## config.mk

```make
export PLATFORM = sky130hd
export DESIGN_NAME = ulm_frontend
export DESIGN_NICKNAME = d
export VERILOG_FILES = /design/src/ulm_pkg.sv /design/src/ulm_frontend.sv /design/src/ulm_ir_codec.sv
export SDC_FILE = /design/constraint.sdc
export NUM_CORES = 1
export LEC_CHECK = 0
export BUFFER_PORTS_ARGS = -buffer_cell sky130_fd_sc_hd__buf_2
export CAP_MARGIN = 20
export CORE_MARGIN = 2
export CORE_UTILIZATION = 39
export CTS_CLUSTER_SIZE = 14
export DETAILED_ROUTE_END_ITERATION = 10
export PLACE_DENSITY_LB_ADDON = 0.05
export SETUP_SLACK_MARGIN = 0.05
export SLEW_MARGIN = 30
export SYNTH_ARGS = -nofsm -noshare
export SYNTH_HDL_FRONTEND = slang
export SYNTH_SLANG_ARGS = --single-unit
```

## constraint.sdc

```tcl
create_clock -name core_clk -period 1.5 [get_ports core_clk]
set_clock_uncertainty 0.1 [all_clocks]
set_input_delay 0.15 -clock core_clk [delete_from_list [all_inputs] [get_ports core_clk]]
set_output_delay 0.15 -clock core_clk [all_outputs]
set_load 0.005 [all_outputs]
```

## src/ulm_pkg.sv

```systemverilog
// Constants shared by the line-mode front end
package ulm_pkg;
    // AHB-Lite map (byte addresses)
    localparam logic [7:0] ULM_ADDR_AFR    = 8'h00;
    localparam logic [7:0] ULM_ADDR_CTRL   = 8'h04;
    localparam logic [7:0] ULM_ADDR_STATUS = 8'h08;
    localparam int         ULM_ADDR_W      = 8;
    // alternate_function_ctrl fields
    localparam int         ULM_AFR_INFRARED_ENABLE    = 1;
    localparam int         ULM_AFR_HDX     = 2;
    localparam int         ULM_AFR_LG      = 3;
    localparam int         ULM_AFR_LISTEN  = 4;
    localparam int         ULM_AFR_DLY_LO  = 5;
    localparam int         ULM_AFR_DLY_HI  = 7;
    localparam logic [7:0] ULM_AFR_RESET   = 8'h00;
    // Extra control register fields
    localparam int         ULM_CTRL_LOOP   = 0;
    localparam int         ULM_CTRL_MDMDE  = 1;
    // Infrared timing in 16x clock ticks
    localparam logic [3:0] ULM_IR_RISE     = 4'h6;
    localparam logic [3:0] ULM_IR_FALL     = 4'h9;
    localparam logic [3:0] ULM_IR_LAST     = 4'hF;
    localparam logic [3:0] ULM_BIT_LAST    = 4'hF;
    localparam logic [3:0] ULM_MID_BIT     = 4'h7;
    localparam int         ULM_OX          = 16;
    localparam int         ULM_PULSE_CYC   = 3;
    localparam real        ULM_PULSE_NS    = 1600.0;
    localparam real        ULM_CLK_NS      = 50.0;
    localparam int         ULM_PULSE_MIN   = int'((ULM_PULSE_NS + ULM_CLK_NS - 1.0) / ULM_CLK_NS);
    localparam logic [1:0] ULM_HTRANS_NSEQ = 2'h2;
endpackage
```

## src/ulm_frontend.sv

```systemverilog
// Line-mode front end: RS-485 direction, interrupt gating, infrared path
// How it works
// - Bit 1 routes data through infrared codec
// - Bit 2 enables automatic RS-485 driver enable
// - Half-duplex, no large block: hold TX irq
// - Half-duplex without listen: receiver off transmitting
// - Bits 7:5 hold turnaround delay bit times
// - Delay starts when both empty; write aborts
// - Driver enable rises before stop, holds pending
// - Driver enable stays for delay then drops
// - Large block: irq on threshold or empty
// - Half-duplex small block: irq shifter empty
// - Listen set: store data, all irqs
// - Plain mode without listen: no timeout irq
// - Half-duplex/infrared without listen: nothing stored
// - Loopback: pins idle, store, timeout needs listen
// - Infrared frames single bits, any rate
// - Codec runs from 16x clock tick
// - Pulse three 16x clocks wide minimum
// - High transmit keeps output low, clears counter
// - Pulse from tick seven to ten
// - Reset: receive high, counter cleared
// - Falling edge gives sixteen-clock low
// - Receiver samples mid bit, every sixteen
// - Positive pulses decode on trailing edge
//
// The register offsets and register access over AHB-Lite are this design's own decisions.
module ulm_frontend
    import ulm_pkg::*;
(
    // Clock, reset, enable
    input  wire logic        core_clk,
    input  wire logic        srst,
    input  wire logic        clk_en,
    // AHB-Lite slave
    input  wire logic        hsel,
    input  wire logic [31:0] haddr,
    input  wire logic [1:0]  htrans,
    input  wire logic        hwrite,
    input  wire logic [2:0]  hsize,
    input  wire logic [31:0] hwdata,
    input  wire logic        hready,
    output logic             hreadyout,
    output logic             hresp,
    output logic [31:0]      hrdata,
    // UART core timing and transmit status
    input  wire logic        baud_x16_tick,
    input  wire logic        core_tx,
    output logic             core_rx,
    input  wire logic        tsr_empty,
    input  wire logic        fifo_empty,
    input  wire logic        fifo_write,
    input  wire logic        fifo_over_thr,
    input  wire logic        stop_bit_next,
    input  wire logic        modem_dtr,
    // Receive gating and transmit interrupt toward the core
    output logic             rx_store_en,
    output logic             rx_sample,
    output logic             rx_thr_irq_en,
    output logic             rx_err_irq_en,
    output logic             rx_tmo_irq_en,
    output logic             tx_irq,
    // Line pins
    input  wire logic        rx_pin,
    output logic             tx_pin,
    output logic             line_driver_enable_out
);
    typedef enum logic [1:0] {ULM_IDLE, ULM_SEND, ULM_HOLD} ulm_de_t;

    typedef struct packed {
        logic [7:0] alternate_function_ctrl;
        logic [1:0] ctrl;
        logic       ph_wr;
        logic       ph_rd;
        logic [7:0] ph_addr;
        logic [31:0] rdata;
        ulm_de_t    de_st;
        logic [3:0] bit_cnt;
        logic [2:0] dly_left;
        logic       de;
        logic       tsr_prev;
        logic       fifo_prev;
        logic       thr_prev;
        logic       txi;
        logic       int_rx_prev;
        logic       smp_run;
        logic [3:0] smp_cnt;
        logic       smp;
    } ulm_state_t;

    ulm_state_t st;
    ulm_state_t next_st;

    logic infrared_enable, hdx, lg, listen, loopb;
    logic codec_tx, int_tx, int_rx, codec_rx;
    logic rx_enable;

    function automatic logic addr_is(input logic [7:0] a, input logic [7:0] r);
        return a == r;
    endfunction

    ////////////////////////////////////////////////////////////////
    assign infrared_enable   = st.alternate_function_ctrl[ULM_AFR_INFRARED_ENABLE];
    assign hdx    = st.alternate_function_ctrl[ULM_AFR_HDX];
    assign lg     = st.alternate_function_ctrl[ULM_AFR_LG];
    assign listen = st.alternate_function_ctrl[ULM_AFR_LISTEN];
    assign loopb  = st.ctrl[ULM_CTRL_LOOP];

    // Loopback keeps pins idle and feeds transmit straight back
    assign int_tx = loopb ? 1'b1 : core_tx;
    assign tx_pin = loopb ? (infrared_enable ? 1'b0 : 1'b1) : (infrared_enable ? codec_tx : core_tx);
    assign codec_rx = infrared_enable ? int_rx : rx_pin;
    assign core_rx  = loopb ? core_tx : codec_rx;

    ulm_ir_codec u_codec (
        .core_clk (core_clk),
        .srst     (srst),
        .clk_en   (clk_en),
        .tick16   (baud_x16_tick),
        .int_tx   (int_tx),
        .int_rx   (int_rx),
        .rx_pin   (loopb ? 1'b1 : rx_pin),
        .ir_tx    (codec_tx)
    );

    ////////////////////////////////////////////////////////////////
    always_comb begin
        rx_enable     = 1'b1;
        rx_tmo_irq_en = listen;
        if (!loopb && !listen && (hdx || infrared_enable)) rx_enable = 1'b0;
        // Loopback data is kept even while sending
        if (!loopb && hdx && !listen && st.de_st == ULM_SEND) rx_enable = 1'b0;
    end
    assign rx_store_en   = rx_enable;
    assign rx_thr_irq_en = rx_enable;
    assign rx_err_irq_en = rx_enable;
    assign rx_sample     = st.smp & rx_enable;
    assign tx_irq        = st.txi;
    assign line_driver_enable_out = hdx ? st.de : modem_dtr;

    ////////////////////////////////////////////////////////////////
    always_comb begin
        next_st = st;
        // Bus address phase
        next_st.ph_wr = 1'b0;
        next_st.ph_rd = 1'b0;
        if (hsel && hready && htrans == ULM_HTRANS_NSEQ) begin
            next_st.ph_wr   = hwrite;
            next_st.ph_rd   = ~hwrite;
            next_st.ph_addr = haddr[ULM_ADDR_W-1:0];
        end
        // Bus data phase
        if (st.ph_wr) begin
            if (addr_is(st.ph_addr, ULM_ADDR_AFR)) next_st.alternate_function_ctrl = hwdata[7:0];
            if (addr_is(st.ph_addr, ULM_ADDR_CTRL)) next_st.ctrl = hwdata[1:0];
        end
        next_st.rdata = '0;
        if (hsel && hready && htrans == ULM_HTRANS_NSEQ && !hwrite) begin
            if (addr_is(haddr[ULM_ADDR_W-1:0], ULM_ADDR_AFR)) next_st.rdata = {24'h0, st.alternate_function_ctrl};
            else if (addr_is(haddr[ULM_ADDR_W-1:0], ULM_ADDR_CTRL)) next_st.rdata = {30'h0, st.ctrl};
            else if (addr_is(haddr[ULM_ADDR_W-1:0], ULM_ADDR_STATUS))
                next_st.rdata = {24'h0, st.dly_left, st.txi, st.de, rx_enable, st.de_st};
        end

        // Driver-enable sequencing
        next_st.de_st = st.de_st;
        case (st.de_st)
            ULM_IDLE: begin
                next_st.de = 1'b0;
                if (hdx && stop_bit_next) begin
                    next_st.de_st = ULM_SEND;
                    next_st.de    = 1'b1;
                end
            end
            ULM_SEND: begin
                next_st.de = 1'b1;
                if (tsr_empty && fifo_empty) begin
                    next_st.dly_left = st.alternate_function_ctrl[ULM_AFR_DLY_HI:ULM_AFR_DLY_LO];
                    next_st.bit_cnt  = '0;
                    next_st.de_st    = ULM_HOLD;
                    if (st.alternate_function_ctrl[ULM_AFR_DLY_HI:ULM_AFR_DLY_LO] == 3'h0) begin
                        next_st.de_st = ULM_IDLE;
                        next_st.de    = 1'b0;
                    end
                end
            end
            ULM_HOLD: begin
                if (fifo_write || !tsr_empty) begin
                    next_st.de_st = ULM_SEND;
                end else if (baud_x16_tick) begin
                    next_st.bit_cnt = st.bit_cnt + 4'h1;
                    if (st.bit_cnt == ULM_BIT_LAST) begin
                        next_st.dly_left = st.dly_left - 3'h1;
                        if (st.dly_left == 3'h1) begin
                            next_st.de_st = ULM_IDLE;
                            next_st.de    = 1'b0;
                        end
                    end
                end
            end
            default: next_st.de_st = ULM_IDLE;
        endcase
        if (!hdx) begin
            next_st.de_st = ULM_IDLE;
            next_st.de    = 1'b0;
        end

        // Transmit interrupt source
        next_st.tsr_prev  = tsr_empty;
        next_st.fifo_prev = fifo_empty;
        next_st.thr_prev  = fifo_over_thr;
        next_st.txi       = 1'b0;
        if (hdx && !lg) begin
            next_st.txi = tsr_empty & ~st.tsr_prev;
        end else begin
            next_st.txi = (st.thr_prev & ~fifo_over_thr)
                        | (fifo_empty & ~st.fifo_prev & ~st.thr_prev);
        end

        // Mid-bit sample strobe
        next_st.int_rx_prev = core_rx;
        next_st.smp = 1'b0;
        if (!st.smp_run) begin
            if (st.int_rx_prev && !core_rx) begin
                next_st.smp_run = 1'b1;
                next_st.smp_cnt = '0;
            end
        end else if (baud_x16_tick) begin
            next_st.smp_cnt = st.smp_cnt + 4'h1;
            if (st.smp_cnt == ULM_MID_BIT) begin
                next_st.smp = 1'b1;
                if (core_rx) next_st.smp_run = 1'b0;
            end
        end
    end

    always_ff @(posedge core_clk) begin
        if (srst) begin
            st       <= '0;
            st.alternate_function_ctrl   <= ULM_AFR_RESET;
            st.de_st <= ULM_IDLE;
            st.tsr_prev  <= 1'b1;
            st.fifo_prev <= 1'b1;
            st.int_rx_prev <= 1'b1;
        end else if (clk_en) begin
            st <= next_st;
        end
    end

    assign hreadyout = 1'b1;
    assign hresp     = 1'b0;
    assign hrdata    = st.rdata;
endmodule

```

## src/ulm_ir_codec.sv

```systemverilog
// Infrared SIR encoder and decoder on the 16x baud tick
module ulm_ir_codec
    import ulm_pkg::*;
(
    // Clock and control
    input  wire logic core_clk,
    input  wire logic srst,
    input  wire logic clk_en,
    input  wire logic tick16,
    // Internal serial side
    input  wire logic int_tx,
    output logic      int_rx,
    // Line side
    input  wire logic rx_pin,
    output logic      ir_tx
);
    typedef struct packed {
        logic [3:0] enc_cnt;
        logic       enc_out;
        logic [3:0] dec_cnt;
        logic       dec_low;
        logic       rx_prev;
    } ulm_ir_state_t;

    ulm_ir_state_t st;
    ulm_ir_state_t next_st;
    logic          fall;

    ////////////////////////////////////////////////////////////////
    always_comb begin
        next_st = st;
        fall    = st.rx_prev & ~rx_pin;
        next_st.rx_prev = rx_pin;
        if (int_tx) begin
            next_st.enc_cnt = '0;
            next_st.enc_out = 1'b0;
        end else if (tick16) begin
            next_st.enc_cnt = st.enc_cnt + 4'h1;
            // Pulse ticks 7..9 give three 16x clocks
            if (st.enc_cnt == ULM_IR_RISE) next_st.enc_out = 1'b1;
            if (st.enc_cnt == ULM_IR_FALL) next_st.enc_out = 1'b0;
        end
        // Edge latched even between ticks so short pulses are not missed
        if (fall && !st.dec_low) begin
            next_st.dec_low = 1'b1;
            next_st.dec_cnt = '0;
        end else if (st.dec_low && tick16) begin
            next_st.dec_cnt = st.dec_cnt + 4'h1;
            if (st.dec_cnt == ULM_IR_LAST) next_st.dec_low = 1'b0;
        end
    end

    always_ff @(posedge core_clk) begin
        if (srst) begin
            st <= '{enc_cnt: 4'h0, enc_out: 1'b0, dec_cnt: 4'h0, dec_low: 1'b0, rx_prev: 1'b1};
        end else if (clk_en) begin
            st <= next_st;
        end
    end

    assign ir_tx  = st.enc_out;
    assign int_rx = ~st.dec_low;
endmodule

```

==> results_dict.tcl, run 1 <==
set metrics [dict create \
    grt_max_degree 42 \
    grtUsageMet3_pct 2.85 \
    async_reset_ff_share_pct 0 \
    critical_path_required_ns 1.64 \
    core_um2 8130 \
    synth-main-ff-cell "dfxtp_1" \
    rsz0062_at_grt "yes" \
    pwr-share-clk_pct 47.3 \
    dr.pass1.iters 4 \
    post-route-period-util_pct 101 \
    htree_levels 3 \
    worst_hold_slack_ns 0.0374 \
    io_buffers 49 \
    yosys.cell_count.top_type "dfxtp_1" \
    p_comb_share_pct 10.0 \
    cts_tree "done" \
    fin_total_pwr_mw 3.74 \
    p_per_area_nw_per_um2 846 \
    design_area_um2 4420 \
    dp_hpwl_mm 5.57 \
    clk_pin_slew_ns 0.08 \
    seqPwrFrac_pct 42.8 \
    worst_slack_ns -0.0111 \
    ys_seq_area_share_pct 36.4 \
    synthesis.area_um2 3240 \
    die_w_um 95.2 \
    initialDrtViolationCount 98 \
    hold_viol_final 0 \
    insertion_delay_ns 0.34 \
    synth.area.top_cells "dfxtp_1, mux2i_1, buf_4" \
    cts_buffers 9 \
    clock_path_buffers 2 \
    yosysTopAreaCell "dfxtp_1" \
    place_area_um2 3720 \
    status "complete, but fails checks" \
    synth.distinct_cells 55 \
    diodes 0 \
    drt-vias-per-instance 4.88 \
    ir_worst_vdd_uv 502 \
    use_met2_pct 31.3 \
    hp-class "input port to flip-flop" \
    end_kind "flip-flop" \
    use_met1_pct 24.5 \
    avgRoutedWirePerCell_um 13.2 \
    clock-sinks 59 \
    grt_antenna_before_repair 0 \
    swShare_pct 23.3 \
    wl_mm 7.84 \
    drv_cap 0 \
    slew_viol_final 0 \
    synth_edf_count 0 \
    max_freq_ghz 0.662 \
    violations "setup timing" \
    worst_setup_path_start_kind "flip-flop" \
    cts-root-buf "clkbuf_8" \
    finalSetupViolations 1 \
    ys_ff_latch 59 \
    yosysWarnings 0 \
    fp.dieH_um 95.2 \
    synth_area_per_cell_um2 8.46 \
    area_growth_pct 36.4 \
    yosys-top-cells-count "dfxtp_1, nor2_1, buf_4" \
    cp.arrival_ns 1.65 \
    synth_top_area_share_pct 36.4 \
    dr_total_vias 2891 \
    tns_ns -0.0111 \
    initial_core_util_pct 39.8 \
    grt_overflow_total 0 \
    p_sw_uw 873 \
    synth_cells 383 \
    track_usage_pct 18.7 \
    r2r_cells 5 \
    fin_crit_ns 1.51 \
    place_congestion 0.771 \
    grt_pass1_vias 2848 \
    nets 578 \
    io_pins 127 \
    final_layout_size_suffix_gt1_share_pct 33.7 \
    holdPathStages 3 \
    die_area_um2 9050 \
    worstPathMaxFanout 4 \
    power_leakage_nw 1.95 \
    grt_pass1_wl_mm 13.2 \
    internal-power_mw 2.87 \
    drc 0 \
    ant_nets 0 \
    gr-max-usage-layer "met2" \
    rows 33 \
    path_class "flip-flop to flip-flop" \
]
==> power by group through the flow <==
stage | logic [mW] | registers [mW] | clock network [mW]
2_1_floorplan | 0.216 | 1.64 | 0
3_3_place_gp | 0.308 | 1.64 | 0
6_report | 0.373 | 1.60 | 1.77
3_5_place_dp | 0.308 | 1.64 | 0
4_1_cts | 0.359 | 1.60 | 1.81
5_1_grt | 0.418 | 1.60 | 1.90
==> timing repair <==
item	CTS	global route
cloned	0	0
resized for setup	48	18
endpoints found under the setup margin	25	30
hold buffers	13	0
endpoints found under the hold margin	15	0
setup buffers	11	1
pin swaps	21	16
==> final timing paths <==
kind / end / from / slack [ns]
setup reg to reg: st[12] / st[16] / -0.01
hold reg to reg: hrdata[4] / hrdata[4] / 0.35
hold / removal: st[56] / haddr[3] / 0.04
setup / recovery: st[12] / st[16] / -0.01
==> kinds of logic after synthesis <==
logic type | share of synthesized area (%)
other | 0.232
muxes | 9.69
xor gates and xnor gates | 1.35
DFF | 36.4
AOI/OAI and AO/OA | 13.5
buffers and inverters | 12.4
and+or+nand+nor | 21.7
adders and majority gates | 4.63
==> placed cells by master, fill, tap and decap left out, types with 4 or more instances in the layout <==
| cell type | instances |
|---|---|
| nand4_1 | 10 |
| a311oi_1 | 4 |
| o21ai_2 | 5 |
| nor2_1 | 40 |
| nand3_1 | 12 |
| nand2b_1 | 8 |
| dlygate4sd3_1 | 13 |
| a21oi_1 | 8 |
| conb_1 | 26 |
| clkbuf_8 | 9 |
| ha_1 | 9 |
| nand2_1 | 29 |
| inv_1 | 11 |
| a31oi_1 | 4 |
| o22ai_1 | 4 |
| o21ai_1 | 8 |
| buf_2 | 44 |
| buf_6 | 13 |
| mux2i_1 | 28 |
| o21ai_0 | 9 |
| dfxtp_2 | 5 |
| nor2b_1 | 4 |
| buf_4 | 46 |
| nor3_1 | 10 |
| dfxtp_1 | 51 |
==> worst max-delay path, cell delays in order, from the launching register on <==
cell,delay (ns)
dfxtp_2,0.36
ha_4,0.13
nand4_1,0.17
o21ai_2,0.28
o2111ai_2,0.14
a32o_1,0.23
==> sequential cells by signal, indices dropped and copies added, names as in the netlist <==
register and count:
rx_tmo_irq_en 1, loopb 1, hdx 1, lg 1, hrdata 8, st 34
infrared_enable 1, u_codec.st 10, u_codec.ir_tx 1, tx_irq 1
==> routing by layer <==
layer	part of all wire (%)	vias up	wire length, um
met1	49	1336	3850
met2	45	61	3560
met3	3.9	9	309
met5	0	-	0
met4	1.5	0	117
li1	-	1485	-
==> through the flow <==
stage | std cells | util (%) | worst slack, ns
after floorplan | 407 | - | 0.0231
after global placement | 552 | 45.8 | -0.0899
after detailed placement | 552 | 45.8 | -0.0797
after CTS | 591 | 53.4 | 0.0185
after global routing | 592 | 54.4 | -0.0843
final | 592 | 54.4 | -0.0111
==> area by class of cell <==
class                      count  area (um^2)
clock inverter                 6          114
tap                          105          131
sequential                    59         1200
multi-input combinational    280         1930
timing repair buffer         117          862
inverter                      15         61.3
fill                         779         3710
clock buffer                  10          128
(Power assumes the default switching activity.)
==> run 2, diff against run 1 <==
BUFFER_PORTS_ARGS = -buffer_cell sky130_fd_sc_hd__clkbuf_2   (was -buffer_cell sky130_fd_sc_hd__buf_2)
SYNTH_HIERARCHICAL = 1   (was default)
==> results_dict.tcl, run 2 <==
set metrics [dict create \
    slowest_stage "dfxtp_2" \
    path_cells "mux2_4, mux2i_4, buf_6, inv_2, clkbuf_2" \
    dpl.cell_count 566 \
    rsz0062_at_grt "yes" \
    cpPeakStageDelay_ns 0.35 \
    wl_mm 9.13 \
    yosys.cell_count.top_type "dfxtp_1" \
    yosysTopAreaCell "dfxtp_1" \
    area_growth_pct 44.7 \
    yosys-mux-area-fraction_pct 10.7 \
    grt_pass1_vias 3039 \
    synth_area_per_cell_um2 8.78 \
    critical_path_required_ns 1.25 \
    fin_total_pwr_mw 3.48 \
    diodes 0 \
    synth_top_area_share_pct 35.1 \
    ys_seq_area_share_pct 35.1 \
    die_w_um 96.9 \
    max_freq_ghz 0.598 \
    drt-vias-per-instance 5.16 \
    synthesis.area_um2 3360 \
    status "complete, but fails checks" \
    cp.arrival_ns 1.42 \
    synth.distinct_cells 68 \
    post-route-period-util_pct 112 \
    grt_max_degree 22 \
    synthAdderAreaFrac_pct 4.46 \
    avgRoutedWirePerCell_um 15.0 \
    die_area_um2 9390 \
    htree_levels 3 \
    initial_core_util_pct 40.5 \
    initialDrtViolationCount 92 \
    p_per_area_nw_per_um2 716 \
    final_cell_mix "buf_4, dfxtp_1, clkbuf_2" \
    synth_top_family_by_area "simple AND/OR/NAND/NOR gates" \
    drc 0 \
    track_usage_pct 19.5 \
    fin_crit_ns 1.67 \
    rows 33 \
    finalSetupViolations 29 \
    grt_pass1_wl_mm 14.9 \
    drv_cap 0 \
    ys_ff_latch 59 \
    synth.area.top_cells "dfxtp_1, buf_4, mux2i_1" \
    grt_antenna_before_repair 0 \
    regMostFlops "st" \
    dp_hpwl_mm 6.69 \
    yosysWarnings 6 \
    violations "setup timing" \
    cts-root-buf "clkbuf_8" \
    yosys-top-cells-count "dfxtp_1, buf_4, nor2_1" \
    synth_cells 383 \
    end_kind "primary output" \
    place_congestion 0.766 \
    cts_tree "done" \
    fp.dieH_um 96.9 \
    dr.pass1.iters 4 \
    ir_worst_vdd_uv 393 \
    ant_nets 0 \
    grt_overflow_total 0 \
    async_reset_ff_share_pct 0 \
    hp-class "input port to flip-flop" \
    clk_pin_slew_ns 0.07 \
    synth_xor_area_share_pct 0.260 \
    path_class "flip-flop to primary output" \
    power_leakage_nw 2.07 \
    critical_path.top_delay_family "multiplexers" \
    cts_buffers 9 \
    nets 595 \
    worst_slack_ns -0.173 \
    io_pins 127 \
    clock_path_buffers 2 \
    insertion_delay_ns 0.34 \
    dr_total_vias 3136 \
    slew_headroom_pct 63.8 \
    hold_viol_final 0 \
    fin_cells 608 \
    largest_register_ffs 34 \
    synthSimpleGateAreaFrac_pct 19.9 \
    clock-sinks 59 \
    final_layout_size_suffix_gt1_share_pct 43.7 \
    core_um2 8300 \
    slew_viol_final 0 \
    worstPathMaxFanout 2 \
    tightest_slew_ns 0.541 \
    synth-compound-area-share_pct 16.4 \
    layout_commonest_cell "buf_4" \
    synth_edf_count 0 \
    crit_buf_inv 3 \
    tns_ns -2.65 \
    io_buffers 49 \
    worst_setup_path_start_kind "flip-flop" \
    synth-main-ff-cell "dfxtp_1" \
]
==> run 2: cell types whose count changed after synthesis, sizes merged, moves of 5 or more <==
cell    before  now
mux2         3    9
nor2        42   32
a21oi       10   22
nand2b       9    1
o21ai       22   17
nand2       29   15
nor3        12    4
or3          0    5
==> run 2: what timing repair did <==
| action | in CTS | in global routing |
|---|---|---|
| endpoints found under the setup margin | 41 | 47 |
| pin swaps | 26 | 23 |
| hold buffers | 12 | 0 |
| buffers inserted | 34 | 3 |
| gates resized for setup | 66 | 42 |
| endpoints found under the hold margin | 14 | 0 |
| gates cloned | 0 | 0 |
==> run 2: layout make-up <==
| type | instances | area, um^2 |
|---|---|---|
| well taps | 105 | 131 |
| inverters | 18 | 75.1 |
| flip-flops and latches | 59 | 1200 |
| multi-input cells | 274 | 2170 |
| clock inverters | 5 | 53.8 |
| repair buffers | 137 | 1090 |
| fillers | 757 | 3430 |
| clock buffers | 10 | 138 |
==> run 2: path summary, 6_finish.rpt <==
| check | startpoint | end | slack, ns | cells after the start |
|---|---|---|---|---|
| worst max-delay path | infrared_enable | core_rx | -0.17 | 5 |
| worst min-delay path | haddr[4] | st[57] | 0.05 | 4 |
| worst max register to register | infrared_enable | st[4] | -0.15 | 7 |
| worst min register to register | st[0] | st[0] | 0.37 | 2 |
==> run 2: worst reg2reg max path, delay by kind of cell, from the launching register on <==
family / cells / cell delay, ns
multiplexers: 2 / 0.49
flip-flops: 1 / 0.35
AO/OA/AOI/OAI: 2 / 0.31
buffers and inverters: 3 / 0.30
==> run 2: report_power, final <==
| part | internal, mW | switching (mW) |
|---|---|---|
| Combinational | 0.213 | 0.216 |
| Sequential | 1.58 | 0.0183 |
| Clock | 0.797 | 0.656 |
==> run 2: cell families (layout without fill, tap and decap cells) <==
kind of cell,Yosys count,in the layout
buffers and inverters,74,170
xor gates and xnor gates,1,1
other,2,26
muxes,35,35
AOI/OAI and AO/OA,81,81
adders and majority gates,12,12
DFF,59,59
and+or+nand+nor,119,119
==> run 2: metrics by stage <==
step	hold slack, ns	utilization, %	worst slack, ns	cell area, um^2
final	0.0489	58.7	-0.173	4870
after detailed placement	0.292	48.5	-0.182	4020
after floorplan	0.178	-	-0.183	3530
after CTS	0.0387	56.4	-0.225	4680
after global routing	0.0532	58.7	-0.226	4870
after global placement	0.289	48.5	-0.165	4020
==> run 2: per-layer routing <==
metal,up-vias,wire (um),GRT usage [%]
met4,0,115,6.07
met2,69,4300,31.9
met5,-,0,0
li1,1558,-,-
met3,10,363,4.12
met1,1499,4350,25.7
